File: src/rtl/trng_pkg.sv
// Purpose: Shared constants and types for the true random byte generator.
// Assumes: Avalon-MM register bus, 32-bit data, byte addressing.
// Notes:   Timing counts derive from the 125 MHz clock.
package trng_pkg;

  // Register byte offsets.
  localparam logic [11:0] OFF_START   = 12'h000;
  localparam logic [11:0] OFF_STOP    = 12'h004;
  localparam logic [11:0] OFF_VALUE_READY = 12'h100;
  localparam logic [11:0] OFF_SHORTCUT    = 12'h200;
  localparam logic [11:0] OFF_IENSET  = 12'h304;
  localparam logic [11:0] OFF_IENCLR  = 12'h308;
  localparam logic [11:0] OFF_CONFIG  = 12'h504;
  localparam logic [11:0] OFF_VALUE   = 12'h508;
  localparam logic [11:0] OFF_STATUS  = 12'h50c;

  // Field positions and reset values.
  localparam int          BIT_TRIG    = 0;
  localparam int          BIT_BIAS    = 0;
  localparam int          BIT_SHORT   = 0;
  localparam logic [31:0] RST_ZERO    = 32'h0000_0000;
  localparam logic [31:0] UNMAPPED_RD = 32'h0000_0000;

  // Timing, in the printed units, and derived cycle counts.
  localparam int CLK_MHZ     = 125;
  localparam int T_START_US  = 128;
  localparam int T_RAW_US    = 30;
  localparam int T_BC_US     = 120;
  localparam int START_CYC   = T_START_US * CLK_MHZ;
  localparam int RAW_BIT_CYC = (T_RAW_US * CLK_MHZ) / 8;
  localparam int BC_BIT_CYC  = (T_BC_US * CLK_MHZ) / 8 / 4;

  typedef enum logic [1:0] {
    ST_IDLE,
    ST_WARMUP,
    ST_RUN
  } trng_state_e;

  // Avalon-MM slave request bundle.
  typedef struct packed {
    logic [11:0] address;
    logic        read;
    logic        write;
    logic [31:0] writedata;
    logic [3:0]  byteenable;
  } trng_req_s;

endpackage

File: src/rtl/trng_core.sv
// Purpose: True random byte generator with Avalon-MM registers and interrupt.
// Assumes: noise_i is an asynchronous raw noise bit stream; one 125 MHz clock.
// Notes:   Registers answer one cycle after the request is seen.
// Functional notes
// - Writing the start trigger begins production and writing the stop trigger ends it.
// - While running, bytes are produced back to back with no pause between them.
// - Each byte loaded into the output register raises the value-ready event once.
// - Each new byte overwrites the output register, so software must read it in time.
// - Corrected or raw bits shift into an 8-bit holding register and load in parallel.
// - With bias correction enabled, bit pairs are debiased so ones and zeros are uniform.
// - The byte interval is fixed without bias correction and varies only when bias correction is on.
// - No seed input or seed register is needed.
// - The start trigger sits at 0x000 and the stop trigger at 0x004.
// - The value-ready flag sits at 0x100 and is set on every new output byte.
// - Writing one to bit 0 at 0x304 enables the interrupt; reads show the enable.
// - The first byte after start follows a one-time start-up delay of 128 us.
// - Without correction a byte takes about 30 us.
// - With correction a byte takes about 120 us and has no upper bound.
module trng_core
  import trng_pkg::*;
#(
  parameter int START_CYCLES = START_CYC
) (
  // Clock and reset.
  input  wire logic        mclk_i,
  input  wire logic        reset_i,
  // Avalon-MM slave.
  input  wire trng_pkg::trng_req_s avs_req_i,
  output logic [31:0]      avs_readdata_o,
  output logic             avs_waitrequest_o,
  // Noise source, interrupt and run status.
  input  wire logic        noise_i,
  output logic             irq_o,
  output logic             running_o
);
  import trng_pkg::*;

  logic              noise_s1_q, noise_s2_q;
  trng_state_e       state_q;
  logic [31:0]       wait_q;
  logic [15:0]       bit_cnt_q;
  logic [2:0]        nbits_q;
  logic [7:0]        shift_q;
  logic [7:0]        value_q;
  logic              flag_q, ien_q, bias_q, short_q;
  logic              pair_have_q, pair_first_q;
  logic              ack_q;
  logic [31:0]       rdata_q;

  // Bus decode; the answer comes one cycle after the request.
  wire       req_any   = (avs_req_i.read | avs_req_i.write) & ~ack_q;
  // A write lands at the edge at which the master samples waitrequest low,
  // which is the one edge that ack_q is high, so it acts exactly once.
  wire       wr_en     = avs_req_i.write & ack_q & avs_req_i.byteenable[0];
  wire [0:0] wd0       = avs_req_i.writedata[0];
  wire       wr_start  = wr_en & (avs_req_i.address == OFF_START) & wd0[0];
  wire       wr_stop   = wr_en & (avs_req_i.address == OFF_STOP) & wd0[0];
  wire       wr_flag   = wr_en & (avs_req_i.address == OFF_VALUE_READY);
  wire       wr_ienset = wr_en & (avs_req_i.address == OFF_IENSET) & wd0[0];
  wire       wr_ienclr = wr_en & (avs_req_i.address == OFF_IENCLR) & wd0[0];
  wire       wr_cfg    = wr_en & (avs_req_i.address == OFF_CONFIG);
  wire       wr_short  = wr_en & (avs_req_i.address == OFF_SHORTCUT);

  assign avs_waitrequest_o = ~ack_q;

  // no seed needed
  // The noise pin is the only entropy; nothing is loaded by software first.
  // Noise pin synchroniser; second stage alone is used.
  always_ff @(posedge mclk_i or posedge reset_i) begin
    if (reset_i) begin
      noise_s1_q <= 1'b0;
      noise_s2_q <= 1'b0;
    end else begin
      noise_s1_q <= noise_i;
      noise_s2_q <= noise_s1_q;
    end
  end

  // Bit sampling tick: one noise bit is sampled per period while running.
  // raw bit rate
  // corrected bit rate
  // Dropped equal pairs make the corrected byte time open-ended by nature.
  wire [15:0] bit_period = bias_q ? 16'(BC_BIT_CYC) : 16'(RAW_BIT_CYC);
  wire        bit_tick   = (state_q == ST_RUN) && (bit_cnt_q == bit_period - 16'd1);

  // pair debias
  // Pairs 01/10 give one bit, 00/11 are dropped, so the byte time is open-ended.
  wire pair_ok   = pair_have_q & (pair_first_q != noise_s2_q);
  wire bit_take  = bit_tick & (bias_q ? pair_ok : 1'b1);
  wire bit_val   = bias_q ? pair_first_q : noise_s2_q;
  wire byte_done = bit_take & (nbits_q == 3'd7);

  // Run control with one-time warm-up delay.
  always_ff @(posedge mclk_i or posedge reset_i) begin
    if (reset_i) begin
      state_q <= ST_IDLE;
      wait_q  <= RST_ZERO;
    end else begin
      case (state_q)
        ST_IDLE: if (wr_start) begin
          state_q <= ST_WARMUP;
          wait_q  <= RST_ZERO;
        end
        ST_WARMUP: begin
          wait_q <= wait_q + 32'd1;
          if (wr_stop) begin
            state_q <= ST_IDLE;
          end else if (wait_q == 32'(START_CYCLES - 1)) begin
            state_q <= ST_RUN;
          end
        end
        ST_RUN: if (wr_stop | (short_q & byte_done)) begin
          state_q <= ST_IDLE;
        end
        default: state_q <= ST_IDLE;
      endcase
    end
  end

  // Bit period counter and pair tracking.
  // variable interval
  always_ff @(posedge mclk_i or posedge reset_i) begin
    if (reset_i) begin
      bit_cnt_q    <= 16'h0;
      pair_have_q  <= 1'b0;
      pair_first_q <= 1'b0;
    end else if (state_q != ST_RUN) begin
      bit_cnt_q    <= 16'h0;
      pair_have_q  <= 1'b0;
    end else begin
      bit_cnt_q <= bit_tick ? 16'h0 : bit_cnt_q + 16'd1;
      if (bit_tick) begin
        pair_have_q  <= ~pair_have_q;
        pair_first_q <= noise_s2_q;
      end
    end
  end

  // shift register
  // Partial bytes are discarded on stop so each byte comes from one run.
  always_ff @(posedge mclk_i or posedge reset_i) begin
    if (reset_i) begin
      shift_q <= 8'h00;
      nbits_q <= 3'd0;
    end else if (state_q != ST_RUN) begin
      nbits_q <= 3'd0;
    end else if (bit_take) begin
      shift_q <= {shift_q[6:0], bit_val};
      nbits_q <= nbits_q + 3'd1;
    end
  end

  always_ff @(posedge mclk_i or posedge reset_i) begin
    if (reset_i) begin
      value_q <= 8'h00;
    end else if (byte_done) begin
      value_q <= {shift_q[6:0], bit_val};
    end
  end

  // one event per byte
  // A new byte in the same cycle as a clear keeps the flag set.
  always_ff @(posedge mclk_i or posedge reset_i) begin
    if (reset_i) begin
      flag_q <= 1'b0;
    end else if (byte_done) begin
      flag_q <= 1'b1;
    end else if (wr_flag) begin
      flag_q <= wd0[0];
    end
  end

  always_ff @(posedge mclk_i or posedge reset_i) begin
    if (reset_i) begin
      ien_q   <= 1'b0;
      bias_q  <= 1'b0;
      short_q <= 1'b0;
    end else begin
      if (wr_ienset) begin
        ien_q <= 1'b1;
      end else if (wr_ienclr) begin
        ien_q <= 1'b0;
      end
      if (wr_cfg) begin
        bias_q <= avs_req_i.writedata[BIT_BIAS];
      end
      if (wr_short) begin
        short_q <= avs_req_i.writedata[BIT_SHORT];
      end
    end
  end

  // Read mux; task registers and unmapped addresses read as zero.
  logic [31:0] rd_mux;
  always_comb begin
    case (avs_req_i.address)
      OFF_VALUE_READY: rd_mux = {31'h0, flag_q};
      OFF_SHORTCUT:    rd_mux = {31'h0, short_q};
      OFF_IENSET: rd_mux = {31'h0, ien_q};
      OFF_IENCLR: rd_mux = {31'h0, ien_q};
      OFF_CONFIG: rd_mux = {31'h0, bias_q};
      OFF_VALUE:  rd_mux = {24'h0, value_q};
      OFF_STATUS: rd_mux = {30'h0, state_q == ST_RUN, state_q != ST_IDLE};
      default:    rd_mux = UNMAPPED_RD;
    endcase
  end

  // Bus answer register.
  always_ff @(posedge mclk_i or posedge reset_i) begin
    if (reset_i) begin
      ack_q   <= 1'b0;
      rdata_q <= RST_ZERO;
    end else begin
      ack_q   <= req_any;
      rdata_q <= (req_any & avs_req_i.read) ? rd_mux : rdata_q;
    end
  end

  assign avs_readdata_o = rdata_q;
  assign irq_o          = flag_q & ien_q;
  assign running_o      = (state_q == ST_RUN);

  // Assertions.
  a_irq_level: assert property (@(posedge mclk_i) disable iff (reset_i)
    irq_o == (flag_q && ien_q)) else $error("irq level mismatch");
  a_byte_flag: assert property (@(posedge mclk_i) disable iff (reset_i)
    byte_done |=> flag_q) else $error("flag not set after byte");
  a_byte_value: assert property (@(posedge mclk_i) disable iff (reset_i)
    byte_done |=> value_q == $past({shift_q[6:0], bit_val})) else $error("value not loaded");
  a_start_warm: assert property (@(posedge mclk_i) disable iff (reset_i)
    (state_q == ST_IDLE && wr_start) |=> state_q == ST_WARMUP) else $error("start ignored");
  a_stop_idle: assert property (@(posedge mclk_i) disable iff (reset_i)
    (state_q != ST_IDLE && wr_stop) |=> state_q == ST_IDLE) else $error("stop ignored");
  a_warm_nobyte: assert property (@(posedge mclk_i) disable iff (reset_i)
    state_q == ST_WARMUP |-> !byte_done) else $error("byte during warm-up");
  a_ien_set: assert property (@(posedge mclk_i) disable iff (reset_i)
    wr_ienset |=> ien_q) else $error("enable set failed");
  a_ien_clr: assert property (@(posedge mclk_i) disable iff (reset_i)
    (wr_ienclr && !wr_ienset) |=> !ien_q) else $error("enable clear failed");
  a_raw_bits: assert property (@(posedge mclk_i) disable iff (reset_i)
    (bit_tick && !bias_q) |-> bit_take) else $error("raw bit dropped");
  a_bus_ack: assert property (@(posedge mclk_i) disable iff (reset_i)
    req_any |=> !avs_waitrequest_o) else $error("bus answer late");


  // Production only while running, one event per byte.
  a_idle_nobyte: assert property (@(posedge mclk_i) disable iff (reset_i)
    state_q != ST_RUN |-> !byte_done) else $error("byte while not running");

  a_one_event: assert property (@(posedge mclk_i) disable iff (reset_i)
    byte_done |=> !byte_done) else $error("two events for one byte");

  // The output register only moves when a byte is complete.
  a_value_hold: assert property (@(posedge mclk_i) disable iff (reset_i)
    !byte_done |=> $stable(value_q)) else $error("value changed without byte");

  // Serial bits enter at the bottom of the holding register.
  a_shift_bit: assert property (@(posedge mclk_i) disable iff (reset_i)
    bit_take |=> shift_q[0] == $past(bit_val)) else $error("bit not shifted in");

  a_nbits_reset: assert property (@(posedge mclk_i) disable iff (reset_i)
    state_q != ST_RUN |=> nbits_q == 3'd0) else $error("partial byte kept");

  a_read_value: assert property (@(posedge mclk_i) disable iff (reset_i)
    (req_any && avs_req_i.read && avs_req_i.address == OFF_VALUE)
      |=> avs_readdata_o == {24'h0, $past(value_q)}) else $error("value read wrong");

  // Equal pairs must never reach the holding register.
  a_bias_drop: assert property (@(posedge mclk_i) disable iff (reset_i)
    (bit_tick && bias_q && !pair_ok) |-> !bit_take) else $error("equal pair used");

  a_pair_reset: assert property (@(posedge mclk_i) disable iff (reset_i)
    state_q != ST_RUN |=> !pair_have_q) else $error("pair state kept");

  a_tick_gap: assert property (@(posedge mclk_i) disable iff (reset_i)
    bit_tick |=> !bit_tick) else $error("bit ticks back to back");

  // Warm-up ends exactly once its count has run out.
  a_warm_exit: assert property (@(posedge mclk_i) disable iff (reset_i)
    (state_q == ST_WARMUP && !wr_stop && wait_q == 32'(START_CYCLES - 1))
      |=> state_q == ST_RUN) else $error("warm-up overran");

  a_warm_len: assert property (@(posedge mclk_i) disable iff (reset_i)
    (state_q == ST_RUN && $past(state_q) == ST_WARMUP)
      |-> wait_q == 32'(START_CYCLES)) else $error("warm-up too short");

  // A clear with no new byte drops the flag and so the interrupt.
  a_flag_clear: assert property (@(posedge mclk_i) disable iff (reset_i)
    (wr_flag && !wd0[0] && !byte_done) |=> !flag_q) else $error("flag not cleared");

  a_ien_hold: assert property (@(posedge mclk_i) disable iff (reset_i)
    (!wr_ienset && !wr_ienclr) |=> $stable(ien_q)) else $error("enable moved");

  a_rdata_hold: assert property (@(posedge mclk_i) disable iff (reset_i)
    !(req_any && avs_req_i.read) |=> $stable(avs_readdata_o)) else $error("read data moved");

  // The shortcut stops the run right after the byte it waited for.
  a_short_stop: assert property (@(posedge mclk_i) disable iff (reset_i)
    (state_q == ST_RUN && short_q && byte_done) |=> state_q == ST_IDLE)
    else $error("shortcut stop missed");

  // Main scenarios worth seeing at least once.
  c_byte_out:  cover property (@(posedge mclk_i) disable iff (reset_i) byte_done);
  c_warm_stop: cover property (@(posedge mclk_i) disable iff (reset_i)
    state_q == ST_WARMUP && wr_stop);
  c_irq_rise:  cover property (@(posedge mclk_i) disable iff (reset_i) $rose(irq_o));
  c_bias_byte: cover property (@(posedge mclk_i) disable iff (reset_i) byte_done && bias_q);
  c_set_clear: cover property (@(posedge mclk_i) disable iff (reset_i) byte_done && wr_flag);

endmodule

File: config.mk
export PLATFORM = sky130hd
export DESIGN_NAME = trng_core
export DESIGN_NICKNAME = d
export VERILOG_FILES = /design/src/rtl/trng_pkg.sv /design/src/rtl/trng_core.sv
export SDC_FILE = /design/constraint.sdc
export NUM_CORES = 1
export LEC_CHECK = 0
export BUFFER_PORTS_ARGS = -buffer_cell sky130_fd_sc_hd__buf_2
export CAP_MARGIN = 20
export CORE_MARGIN = 3
export CORE_UTILIZATION = 49
export DETAILED_ROUTE_END_ITERATION = 12
export PLACE_DENSITY_LB_ADDON = 0.08
export SLEW_MARGIN = 20
export SYNTH_ARGS = -nofsm -noshare
export SYNTH_HDL_FRONTEND = slang
export SYNTH_SLANG_ARGS = --single-unit
File: constraint.sdc
create_clock -name mclk_i -period 2.53 [get_ports mclk_i]
set_clock_uncertainty 0.05 [all_clocks]
set_input_delay 0.1265 -clock mclk_i [delete_from_list [all_inputs] [get_ports mclk_i]]
set_output_delay 0.1265 -clock mclk_i [all_outputs]
set_load 0.005 [all_outputs]
==> key figures, run 1 <==
GRT
  – Via count of the first global-routing pass: 2,976
  – Largest net degree at the start of global routing: 41
  – GRT Total Usage: 17.3%
  – Grt total ovfl: 0
  – First-pass GRT wire length: 13,800 um
  – Initial antenna violation count: 0

Routing
  – Router iterations before antenna repair: 4
  – Drt drc: 0
  – Initial DRC Count: 184
  – Via density: 5.54
  – Vias: 3,133
  – Drt wl/cell: 14.3 um
  – Detailed Route WL: 8090 um
  – Post-route ant nets: 0

Clock tree
  – Sink Count: 85
  – Htree depth: 3
  – CTS root buffer: clkbuf_8
  – # hold bufs at CTS: 6
  – CTS Buffer Depth: 2
  – Clk_lat worst skew: 0.35 ns
  – Setup bufs post-CTS: 0
  – Total CTS buffers: 9
  – Clock Pin Slew Worst Setup and Hold Paths: 0.10 ns
  – CTS tree: yes
  – CTS resizes: 0

Worst hold path
  – Worst hold path class: in2reg
  – Hold wc startpoint: avs_req_i[45]
  – Hold Crit Endpoint: avs_readdata_o[0]$_DFFE_PP0P_
  – WHS Path Cells: 4

STA
  – Fin Setup TNS: 0 ns
  – Slew of the pin with the lowest slew margin: 0.706 ns
  – FMAX: 459 MHz
  – Hold Violations, Final: 0
  – Crit share post-route: 86.1%
  – Final setup viols: 0
  – Max_slew headroom: 52.3%
  – Slew Limit Fails: 0
  – RSZ-0062 raised after global routing: false
  – Clock period minus worst slack: 2.18 ns

Die
  – Die H: 98.8 um
  – # IOs: 88
  – Row Count: 33
  – Die W: 98.8 um
  – Core Area: 0.00830 mm^2
  – Initial core utilization: 50.9%
  – Full die area: 0.00977 mm^2

Logic synthesis
  – Seq/Total Area, Yosys: 50.4%
  – Warnings from Yosys: 0
  – FFs w/ async S/R, synth: 100%
  – Avg Inst Size Synth: 10.2 um^2
  – Leading register cell type out of synthesis: dfrtp_1
  – #FFs+latches synth: 85
  – Mapped Area: 0.00422 mm^2
  – Number of flops mapped to enable cells by yosys: 0
  – Post-Synthesis Cells: 414
  – Synth unique cells: 46

Run
  – Max Cap Violations: 0

Placed design
  – Port-buffer cells: 29
  – Final Wtd Congestion: 0.855
  – Dpl hpwl: 5660 um
  – Placed inst area: 0.00441 mm^2

Finish
  – Nets: 513
  – Layout cells sized above 1: 14.1%
  – Layout overhead on the synthesized area: 11.4%
  – Design area: 0.00470 mm^2
  – Diodes inserted: 0

Worst setup path
  – Worst Path Buf+Inv: 1
  – CP Launch Type: register
  – WP data arrival: 2.36 ns
  – CP Data Required Time: 2.71 ns
  – RR Endpoint: shift_q[3]$_DFFE_PP0P_
  – CP top delay family: simple AND/OR/NAND/NOR gates
  – WS Path Type: reg2reg
  – R2R setup slack: 0.35 ns
  – Peak per-stage delay on the critical path: 0.41 ns
  – Crit. End Element: register
  – Max stage delay cell, worst path: dfrtp_1
  – Launch point of the worst reg-to-reg path: bit_cnt_q[0]$_DFF_PP0_
  – Critical path cell sequence: ha_1 -> nor4b_2 -> nand4_2 -> nor3_4 -> buf_4 -> mux2_1
  – CP max FO: 12
  – R2R depth: 6

Pwr
  – Pleak: 2.23 nW
  – P per Cell Area: 585 mW/mm^2
  – VDD IR-drop max: 278 uV

Outcome
  – Outcome: finished clean
[cell usage in the layout, fill, tap and decap left out, types with 6 or more instances in the layout]
| master | n |
|---|---|
| clkbuf_8 | 10 |
| mux2_1 | 17 |
| nor4_1 | 7 |
| a21oi_1 | 6 |
| nand3_1 | 52 |
| buf_2 | 29 |
| nand2_1 | 36 |
| nor2_1 | 28 |
| xor2_1 | 15 |
| dfrtp_1 | 85 |
| conb_1 | 24 |
| o211ai_1 | 6 |
| buf_4 | 6 |
| a22o_1 | 6 |
| o31ai_1 | 6 |
| and3_1 | 11 |
| o21ai_0 | 7 |
| nand4_1 | 16 |
| o21ai_1 | 24 |
| dlygate4sd3_1 | 6 |
[sequential cells by signal (all words and copies together), names as in the netlist, 2 cells and up]
signal          count
state_q             2
bit_cnt_q          16
value_q             8
shift_q             7
avs_readdata_o      8
wait_q             32
nbits_q             3
[worst max path at each step]
stage,start,to,slack [ns],cells after the start
5_1_grt,bit_cnt_q[0]$_DFF_PP0_,value_q[0]$_DFFE_PP0P_,0.23,6
4_1_cts,bit_cnt_q[0]$_DFF_PP0_,value_q[3]$_DFFE_PP0P_,0.33,6
6_report,bit_cnt_q[0]$_DFF_PP0_,shift_q[3]$_DFFE_PP0P_,0.35,6
3_5_place_dp,bit_cnt_q[0]$_DFF_PP0_,value_q[2]$_DFFE_PP0P_,0.36,6
3_3_place_gp,bit_cnt_q[0]$_DFF_PP0_,value_q[2]$_DFFE_PP0P_,0.36,6
2_1_floorplan,reset_i,ack_q$_DFF_PP0_,0.16,1
[per-layer routing]
metal,track usage [%],vias up,part of all wire (%)
li1,-,1548,-
met1,25.5,1507,52
met2,25.5,65,43
met3,2.55,13,3.6
met4,6.93,0,1.5
met5,0,-,0
[worst reg2reg max path, delay by kind of cell (launching register included)]
kind	cells	cell delay, ns
adders and majority gates	1	0.24
buffers and inverters	1	0.23
DFF	1	0.41
muxes	1	0.34
and+or+nand+nor	3	0.78
[per-stage QoR]
step	hold slack (ns)	power (mW)	util [%]	instances	setup slack, ns
after floorplan	0.108	1.65	-	437	0.160
after global routing	0.0262	2.88	56.7	566	0.231
after detailed placement	0.202	1.69	53.2	544	0.357
final	0.0220	2.75	56.7	566	0.352
after CTS	0.00284	2.79	56.7	566	0.329
after global placement	0.198	1.68	53.2	544	0.358
[Yosys cell counts, types with 6 or more instances]
cell type	n	share of area [%]
dfrtp_1	85	50
nand3_1	52	6.2
nand2_1	36	3.2
nor2_1	28	2.5
buf_4	24	4.3
o21ai_1	24	2.8
mux2_1	17	4.5
nand4_1	16	2.4
xor2_1	15	3.1
and3_1	11	1.6
nor4_1	7	1.0
o21ai_0	7	0.83
a21oi_1	6	0.71
a22o_1	6	1.2
inv_1	6	0.53
o211ai_1	6	1.1
o31ai_1	6	1.1
[kinds of logic (layout without fill, tap and decap cells)]
logic type	count (synthesis)	in the layout	synth area share [%]
AO/OA/AOI/OAI	60	60	8.74
XOR/XNOR	18	18	3.73
adder cells (fa/ha/maj)	4	4	1.18
buffers and inverters	39	63	5.72
flip-flops	85	85	50.4
multiplexers	21	21	5.54
other	1	24	0.0888
AND/OR/NAND/NOR	186	186	24.6
[cell type report]
| class | count | area [um^2] |
|---|---|---|
| Clock buffer | 10 | 138 |
| Clock inverter | 6 | 92.6 |
| Fill cell | 738 | 3590 |
| Inverter | 6 | 23.8 |
| Multi-Input combinational cell | 313 | 1940 |
| Sequential cell | 85 | 2130 |
| Tap cell | 105 | 131 |
| Timing Repair Buffer | 41 | 250 |
[where the power goes]
group / switching (mW) / internal (mW)
Sequential: 0.0658 / 1.41
Combinational: 0.105 / 0.0885
Clock: 0.498 / 0.590
Total: 0.668 / 2.08
Power figures use the tool's default switching activity.
==> run 2: changes to the inputs <==
BUFFER_PORTS_ARGS = not set   (was -buffer_cell sky130_fd_sc_hd__buf_2)
CORE_UTILIZATION = 57   (was 49)
DONT_BUFFER_PORTS = 1   (was not set)
==> run 2 against run 1 <==
Design area down 2.1%. Worst setup slack worse by 0.11 ns. Clock-buffer cell count grew 1. Largest cell class unchanged.
==> key figures, run 2 (same netlist as run 1, synthesis figures left out) <==
Outcome
  – Outcome: finished clean (unchanged)

Finish
  – FILL cells: 573 (was 738)
  – Nets: 488 (was 513)
  – Commonest cells after routing, fill and taps aside: dfrtp_1, nand3_1, nand2_1 (unchanged)
  – Reg with most FFs: wait_q (unchanged)
  – Final Non-Filler Cells: 531 (was 566)
  – Layout overhead on the synthesized area: 9.00% (was 11.4%)
  – Final core occ: 65.9% (was 56.7%)
  – Layout cells sized above 1: 8.05% (was 14.1%)
  – Largest register FFs: 32 (unchanged)
  – Commonest non-fill, non-tap cell in the layout: dfrtp_1 (unchanged)
  – Biggest regs: wait_q x32, bit_cnt_q x16 (unchanged)
  – Diodes inserted: 0 (unchanged)
  – FF+latch area: 0.00213 mm^2 (unchanged)
  – Area occupied by multi-input gates: 0.00194 mm^2 (unchanged)

Worst setup path
  – Critical Path Most Common Cell: dlygate4sd3_1
  – CP max FO: 9 (was 12)
  – CP Launch Type: primary input (was register)
  – Peak per-stage delay on the critical path: 0.56 ns (was 0.41 ns)
  – WS Path Type: in2reg (was reg2reg)
  – R2R setup slack: 0.35 ns (about the same)
  – CP Data Required Time: 2.72 ns (was 2.71 ns)
  – RR Endpoint: shift_q[6]$_DFFE_PP0P_ (was shift_q[3]$_DFFE_PP0P_)
  – R2R depth: 6 (unchanged)
  – Launch point of the worst reg-to-reg path: bit_cnt_q[0]$_DFF_PP0_ (unchanged)
  – Max stage delay cell, worst path: dlygate4sd3_1 (was dfrtp_1)
  – WP data arrival: 2.48 ns (was 2.36 ns)
  – Crit. End Element: register (unchanged)
  – Critical path cell sequence: dlygate4sd3_1 -> nor4_1 -> and4_1 -> nand4_1 -> mux2_1 -> dlygate4sd3_1 (was ha_1 -> nor4b_2 -> nand4_2 -> nor3_4 -> buf_4 -> mux2_1)

Routing
  – Router iterations before antenna repair: 4 (unchanged)
  – Post-route ant nets: 0 (unchanged)
  – Via density: 5.81 (was 5.54)
  – Drt wl/cell: 14.8 um (was 14.3 um)
  – Initial DRC Count: 170 (was 184)
  – Vias: 3,087 (was 3,133)
  – Detailed Route WL: 7850 um (was 8090 um)
  – Drt drc: 0 (unchanged)

Worst hold path
  – Hold Crit Endpoint: avs_readdata_o[1]$_DFFE_PP0P_ (was avs_readdata_o[0]$_DFFE_PP0P_)
  – Worst hold path class: in2reg (unchanged)
  – Hold wc startpoint: avs_req_i[45] (unchanged)
  – WHS Path Cells: 4 (unchanged)

Clock tree
  – CTS tree: yes (unchanged)
  – CTS root buffer: clkbuf_8 (unchanged)
  – Clk_lat worst skew: 0.35 ns (about the same)
  – Sink Count: 85 (unchanged)
  – Htree depth: 3 (unchanged)
  – Clock Pin Slew Worst Setup and Hold Paths: 0.08 ns (was 0.10 ns)
  – CTS Buffer Depth: 2 (unchanged)
  – Total CTS buffers: 9 (unchanged)
  – CTS resizes: 0 (unchanged)

GRT
  – Via count of the first global-routing pass: 3,001 (was 2,976)
  – Largest net degree at the start of global routing: 38 (was 41)
  – GRT Total Usage: 19.9% (was 17.3%)
  – Initial antenna violation count: 0 (unchanged)
  – Grt total ovfl: 0 (unchanged)
  – First-pass GRT wire length: 13,700 um (was 13,800 um)

Pwr
  – Register share of total power: 52.3% (was 53.5%)
  – Comb power frac: 6.2% (was 7.0%)
  – Net Sw Frac: 22.1% (was 24.3%)
  – VDD IR-drop max: 395 uV (was 278 uV)
  – Pleak: 2.14 nW (was 2.23 nW)
  – Int Power: 2.19 mW (was 2.08 mW)
  – Power share of the clock group: 41.5% (was 39.5%)
  – Sw power: 620 uW (was 668 uW)
  – P per Cell Area: 610 mW/mm^2 (was 585 mW/mm^2)

STA
  – Clock period minus worst slack: 2.29 ns (was 2.18 ns)
  – RSZ-0062 raised after global routing: false (unchanged)
  – Slew Limit Fails: 0 (unchanged)
  – Max_slew headroom: 58.3% (was 52.3%)
  – Slew of the pin with the lowest slew margin: 0.617 ns (was 0.706 ns)
  – Crit share post-route: 90.6% (was 86.1%)
  – Hold Violations, Final: 0 (unchanged)
  – Final setup viols: 0 (unchanged)
  – Fin Setup TNS: 0 ns (unchanged)
  – FMAX: 436 MHz (was 459 MHz)

Placed design
  – Post-Place Cells: 506 (was 544)
  – Port-buffer cells: 0 (was 29)
  – Dpl hpwl: 5410 um (was 5660 um)
  – Final Wtd Congestion: 0.840 (was 0.855)

Die
  – Full die area: 0.00848 mm^2 (was 0.00977 mm^2)
  – Initial core utilization: 60.5% (was 50.9%)
  – # IOs: 88 (unchanged)
  – Row Count: 30 (was 33)
  – Die H: 92.1 um (was 98.8 um)
  – Core Area: 0.00698 mm^2 (was 0.00830 mm^2)
  – Die W: 92.1 um (was 98.8 um)

Run
  – Max Cap Violations: 0 (unchanged)
## run 2: cell types whose count changed in the layout (fill, tap and decap cells not counted), sizes merged
cell	before	now
buf	35	6
dlygate4sd3	6	10
clkinvlp	2	0
inv	7	5
bufinv	2	3
clkbuf	10	11
clkinv	1	2
## run 2: repair_timing
| item | 4_1_cts | 5_1_grt |
|---|---|---|
| hold buffers | 10 | 0 |
| endpoints found under the hold margin | 43 | 0 |
| buffers inserted | 0 | 0 |
## run 2: through the flow
step	setup slack (ns)	power, mW	cell area (um^2)	hold WS, ns
after floorplan	0.160	1.65	4310	0.108
after global routing	0.128	2.93	4600	0.0399
after detailed placement	0.339	1.66	4260	0.0614
final	0.239	2.81	4600	0.0332
after CTS	0.282	2.84	4600	0.0138
after global placement	0.384	1.65	4260	0.0579
## run 2: worst max-delay path: cells and delay by family
| family | cells | cell delay, ns |
|---|---|---|
| muxes | 1 | 0.33 |
| buffers and inverters | 2 | 1.10 |
| and+or+nand+nor | 3 | 0.92 |
## run 2: worst max path at each step
stage / cells after the start / endpoint / startpoint
2_1_floorplan: 1 / ack_q$_DFF_PP0_ / reset_i
6_report: 6 / short_q$_DFFE_PP0P_ / avs_req_i[44]
3_3_place_gp: 6 / shift_q[6]$_DFFE_PP0P_ / bit_cnt_q[0]$_DFF_PP0_
5_1_grt: 6 / short_q$_DFFE_PP0P_ / avs_req_i[44]
3_5_place_dp: 6 / shift_q[0]$_DFFE_PP0P_ / bit_cnt_q[0]$_DFF_PP0_
4_1_cts: 6 / short_q$_DFFE_PP0P_ / avs_req_i[44]
## run 2: power by group through the flow
stage | registers [mW] | clock network (mW) | logic, mW
after global routing | 1.48 | 1.25 | 0.203
after CTS | 1.47 | 1.19 | 0.178
after floorplan | 1.48 | 0 | 0.167
after global placement | 1.50 | 0 | 0.159
final | 1.47 | 1.16 | 0.175
after detailed placement | 1.50 | 0 | 0.164
## run 2: final cells by class
type                    count  share of cell area, %
clock buffers              11                   3.29
repair buffers             16                   3.15
inverters                   6                  0.516
multi-input cells         313                   42.2
well taps                  96                   2.61
clock inverters             4                   2.07
flip-flops and latches     85                   46.2
## run 2: layer usage
metal | track usage (%) | vias up | share of wire [%] | routed length (um)
li1 | - | 1502 | - | -
met1 | 26.6 | 1495 | 46 | 3630
met2 | 32.5 | 81 | 48 | 3750
met3 | 5.17 | 9 | 4.8 | 378
met4 | 4.83 | 0 | 1.1 | 86
met5 | 0 | - | 0 | 0
==> run 3: changes to the inputs <==
RECOVER_POWER = 100   (was not set)
==> run 3 against run 2 <==
The run now ends with max-capacitance violations, max-slew violations left. Hold slack better by 0.0076 ns. Clock power about the same. First-iteration DRC count down 12%. Critical path type unchanged. Largest cell class unchanged. Highest routed layer unchanged.
==> key figures, run 3 (same netlist as run 1, synthesis figures left out) <==
Outcome
  – Outcome: complete, but fails checks (was finished clean)
  – Failing checks: max-capacitance violations, max-slew violations

Routing
  – Vias: 3,097 (was 3,087)
  – Drt wl/cell: 14.7 um (was 14.8 um)
  – Via density: 5.83 (was 5.81)
  – Detailed Route WL: 7830 um (was 7850 um)
  – Post-route ant nets: 0 (unchanged)
  – Drt drc: 0 (unchanged)
  – Initial DRC Count: 150 (was 170)
  – Router iterations before antenna repair: 4 (unchanged)

Worst setup path
  – Crit. End Element: register (unchanged)
  – CP Data Required Time: 2.71 ns (was 2.72 ns)
  – CP max FO: 9 (unchanged)
  – WP data arrival: 2.47 ns (was 2.48 ns)
  – CP Launch Type: primary input (unchanged)
  – WS Path Type: in2reg (unchanged)

GRT
  – Met1 Usage GRT: 26.6% (unchanged)
  – First-pass GRT wire length: 13,700 um (unchanged)
  – GR Util met2: 32.5% (unchanged)
  – Largest net degree at the start of global routing: 38 (unchanged)
  – Initial antenna violation count: 0 (unchanged)
  – GRT busiest layer: met2 (unchanged)
  – Met3 GRT Util: 5.17% (unchanged)
  – Grt total ovfl: 0 (unchanged)
  – GRT Total Usage: 19.9% (unchanged)
  – Via count of the first global-routing pass: 3,001 (unchanged)

Finish
  – Final core occ: 65.8% (was 65.9%)
  – Reg with most FFs: wait_q (unchanged)
  – Nets: 488 (unchanged)
  – Design area: 0.00459 mm^2 (was 0.00460 mm^2)
  – FILL cells: 574 (was 573)
  – Layout cells sized above 1: 7.82% (was 8.05%)
  – Biggest regs: wait_q x32, bit_cnt_q x16 (unchanged)
  – Final Non-Filler Cells: 531 (unchanged)
  – Commonest non-fill, non-tap cell in the layout: dfrtp_1 (unchanged)
  – Largest register FFs: 32 (unchanged)
  – Commonest cells after routing, fill and taps aside: dfrtp_1, nand3_1, nand2_1 (unchanged)
  – Layout overhead on the synthesized area: 8.68% (was 9.00%)
  – Diodes inserted: 0 (unchanged)

Placed design
  – Placed inst area: 0.00426 mm^2 (unchanged)
  – Dpl hpwl: 5410 um (unchanged)
  – Final Wtd Congestion: 0.840 (unchanged)
  – Post-Place Cells: 506 (unchanged)
  – Port-buffer cells: 0 (unchanged)

Run
  – Max Cap Violations: 1 (was 0)

STA
  – Crit share post-route: 90.6% (about the same)
  – FMAX: 436 MHz (about the same)
  – Final setup viols: 0 (unchanged)
  – Clock period minus worst slack: 2.29 ns (about the same)
  – Final hold slack: 0.0408 ns (was 0.0332 ns)
  – Slew Limit Fails: 38 (was 0)
  – RSZ-0062 raised after global routing: false (unchanged)
  – Max_slew headroom: -6.95% (was 58.3%)
  – Fin Setup TNS: 0 ns (unchanged)
  – Hold Violations, Final: 0 (unchanged)
  – Slew of the pin with the lowest slew margin: 1.60 ns (was 0.617 ns)

Clock tree
  – Clock Pin Slew Worst Setup and Hold Paths: 0.08 ns (about the same)
  – # hold bufs at CTS: 10 (unchanged)
  – Htree depth: 3 (unchanged)
  – CTS Buffer Depth: 2 (unchanged)
  – Clk_lat worst skew: 0.34 ns (was 0.35 ns)
  – Sink Count: 85 (unchanged)
  – Total CTS buffers: 9 (unchanged)
  – CTS resizes: 0 (unchanged)
  – Setup bufs post-CTS: 0 (unchanged)
  – CTS tree: yes (unchanged)
  – CTS root buffer: clkbuf_8 (unchanged)

Die
  – # IOs: 88 (unchanged)
  – Full die area: 0.00848 mm^2 (unchanged)
  – Die H: 92.1 um (unchanged)
  – Die W: 92.1 um (unchanged)
  – Row Count: 30 (unchanged)
  – Initial core utilization: 60.5% (unchanged)
  – Core Area: 0.00698 mm^2 (unchanged)

Pwr
  – VDD IR-drop max: 393 uV (was 395 uV)
  – Pleak: 2.12 nW (was 2.14 nW)
  – P per Cell Area: 610 mW/mm^2 (about the same)

Worst hold path
  – Worst hold path class: in2reg (unchanged)
==> run 3: cell count changes in the layout (fill, tap and decap cells not counted), sizes merged <==
cell,change
clkinv,-1
clkinvlp,+1
buf,-3
clkbuf,+3
==> run 3: per-layer routing <==
layer | part of all wire [%] | vias up
met3 | 4.9 | 10
met4 | 1.0 | 0
li1 | - | 1500
met1 | 46 | 1501
met2 | 48 | 86
met5 | 0 | -
==> run 3: where the power goes <==
part,internal (mW),switching [mW],leakage [nW]
sequential,1.41,0.0637,0.994
clock,0.703,0.456,0.125
combinational,0.0784,0.0920,1.00
total,2.19,0.612,2.12
==> run 3: worst paths after layout <==
check,from,endpoint,slack [ns],cells after the start
min in group asynchronous,reset_i,bit_cnt_q[7]$_DFF_PP0_,0.57,2
worst min-delay path,avs_req_i[47],flag_q$_DFFE_PP0P_,0.04,4
worst min register to register,noise_s1_q$_DFF_PP0_,noise_s2_q$_DFF_PP0_,0.34,0
worst max-delay path,avs_req_i[44],short_q$_DFFE_PP0P_,0.24,6
worst max register to register,bit_cnt_q[0]$_DFF_PP0_,shift_q[6]$_DFFE_PP0P_,0.25,6
max in group asynchronous,reset_i,shift_q[0]$_DFFE_PP0P_,0.60,3
==> run 3: area by class of cell <==
type / count / area (um^2) / area share, %
clock buffer: 11 / 151 / 3.30
clock inverter: 4 / 95.1 / 2.07
inverter: 6 / 23.8 / 0.518
multi-input combinational: 313 / 1940 / 42.2
sequential: 85 / 2130 / 46.3
tap: 96 / 120 / 2.62
timing repair buffer: 16 / 138 / 3.00
==> run 3: worst max-delay path: stages <==
cell	delay (ns)
dlygate4sd3_1	0.54
nor4_1	0.32
and4_1	0.44
nand4_1	0.15
mux2_1	0.33
dlygate4sd3_1	0.56
==> run 3: stage by stage <==
stage | power, mW | worst slack [ns]
6_report | 2.80 | 0.238
5_1_grt | 2.93 | 0.0668
4_1_cts | 2.84 | 0.282
3_5_place_dp | 1.66 | 0.339
3_3_place_gp | 1.65 | 0.384
2_1_floorplan | 1.65 | 0.160
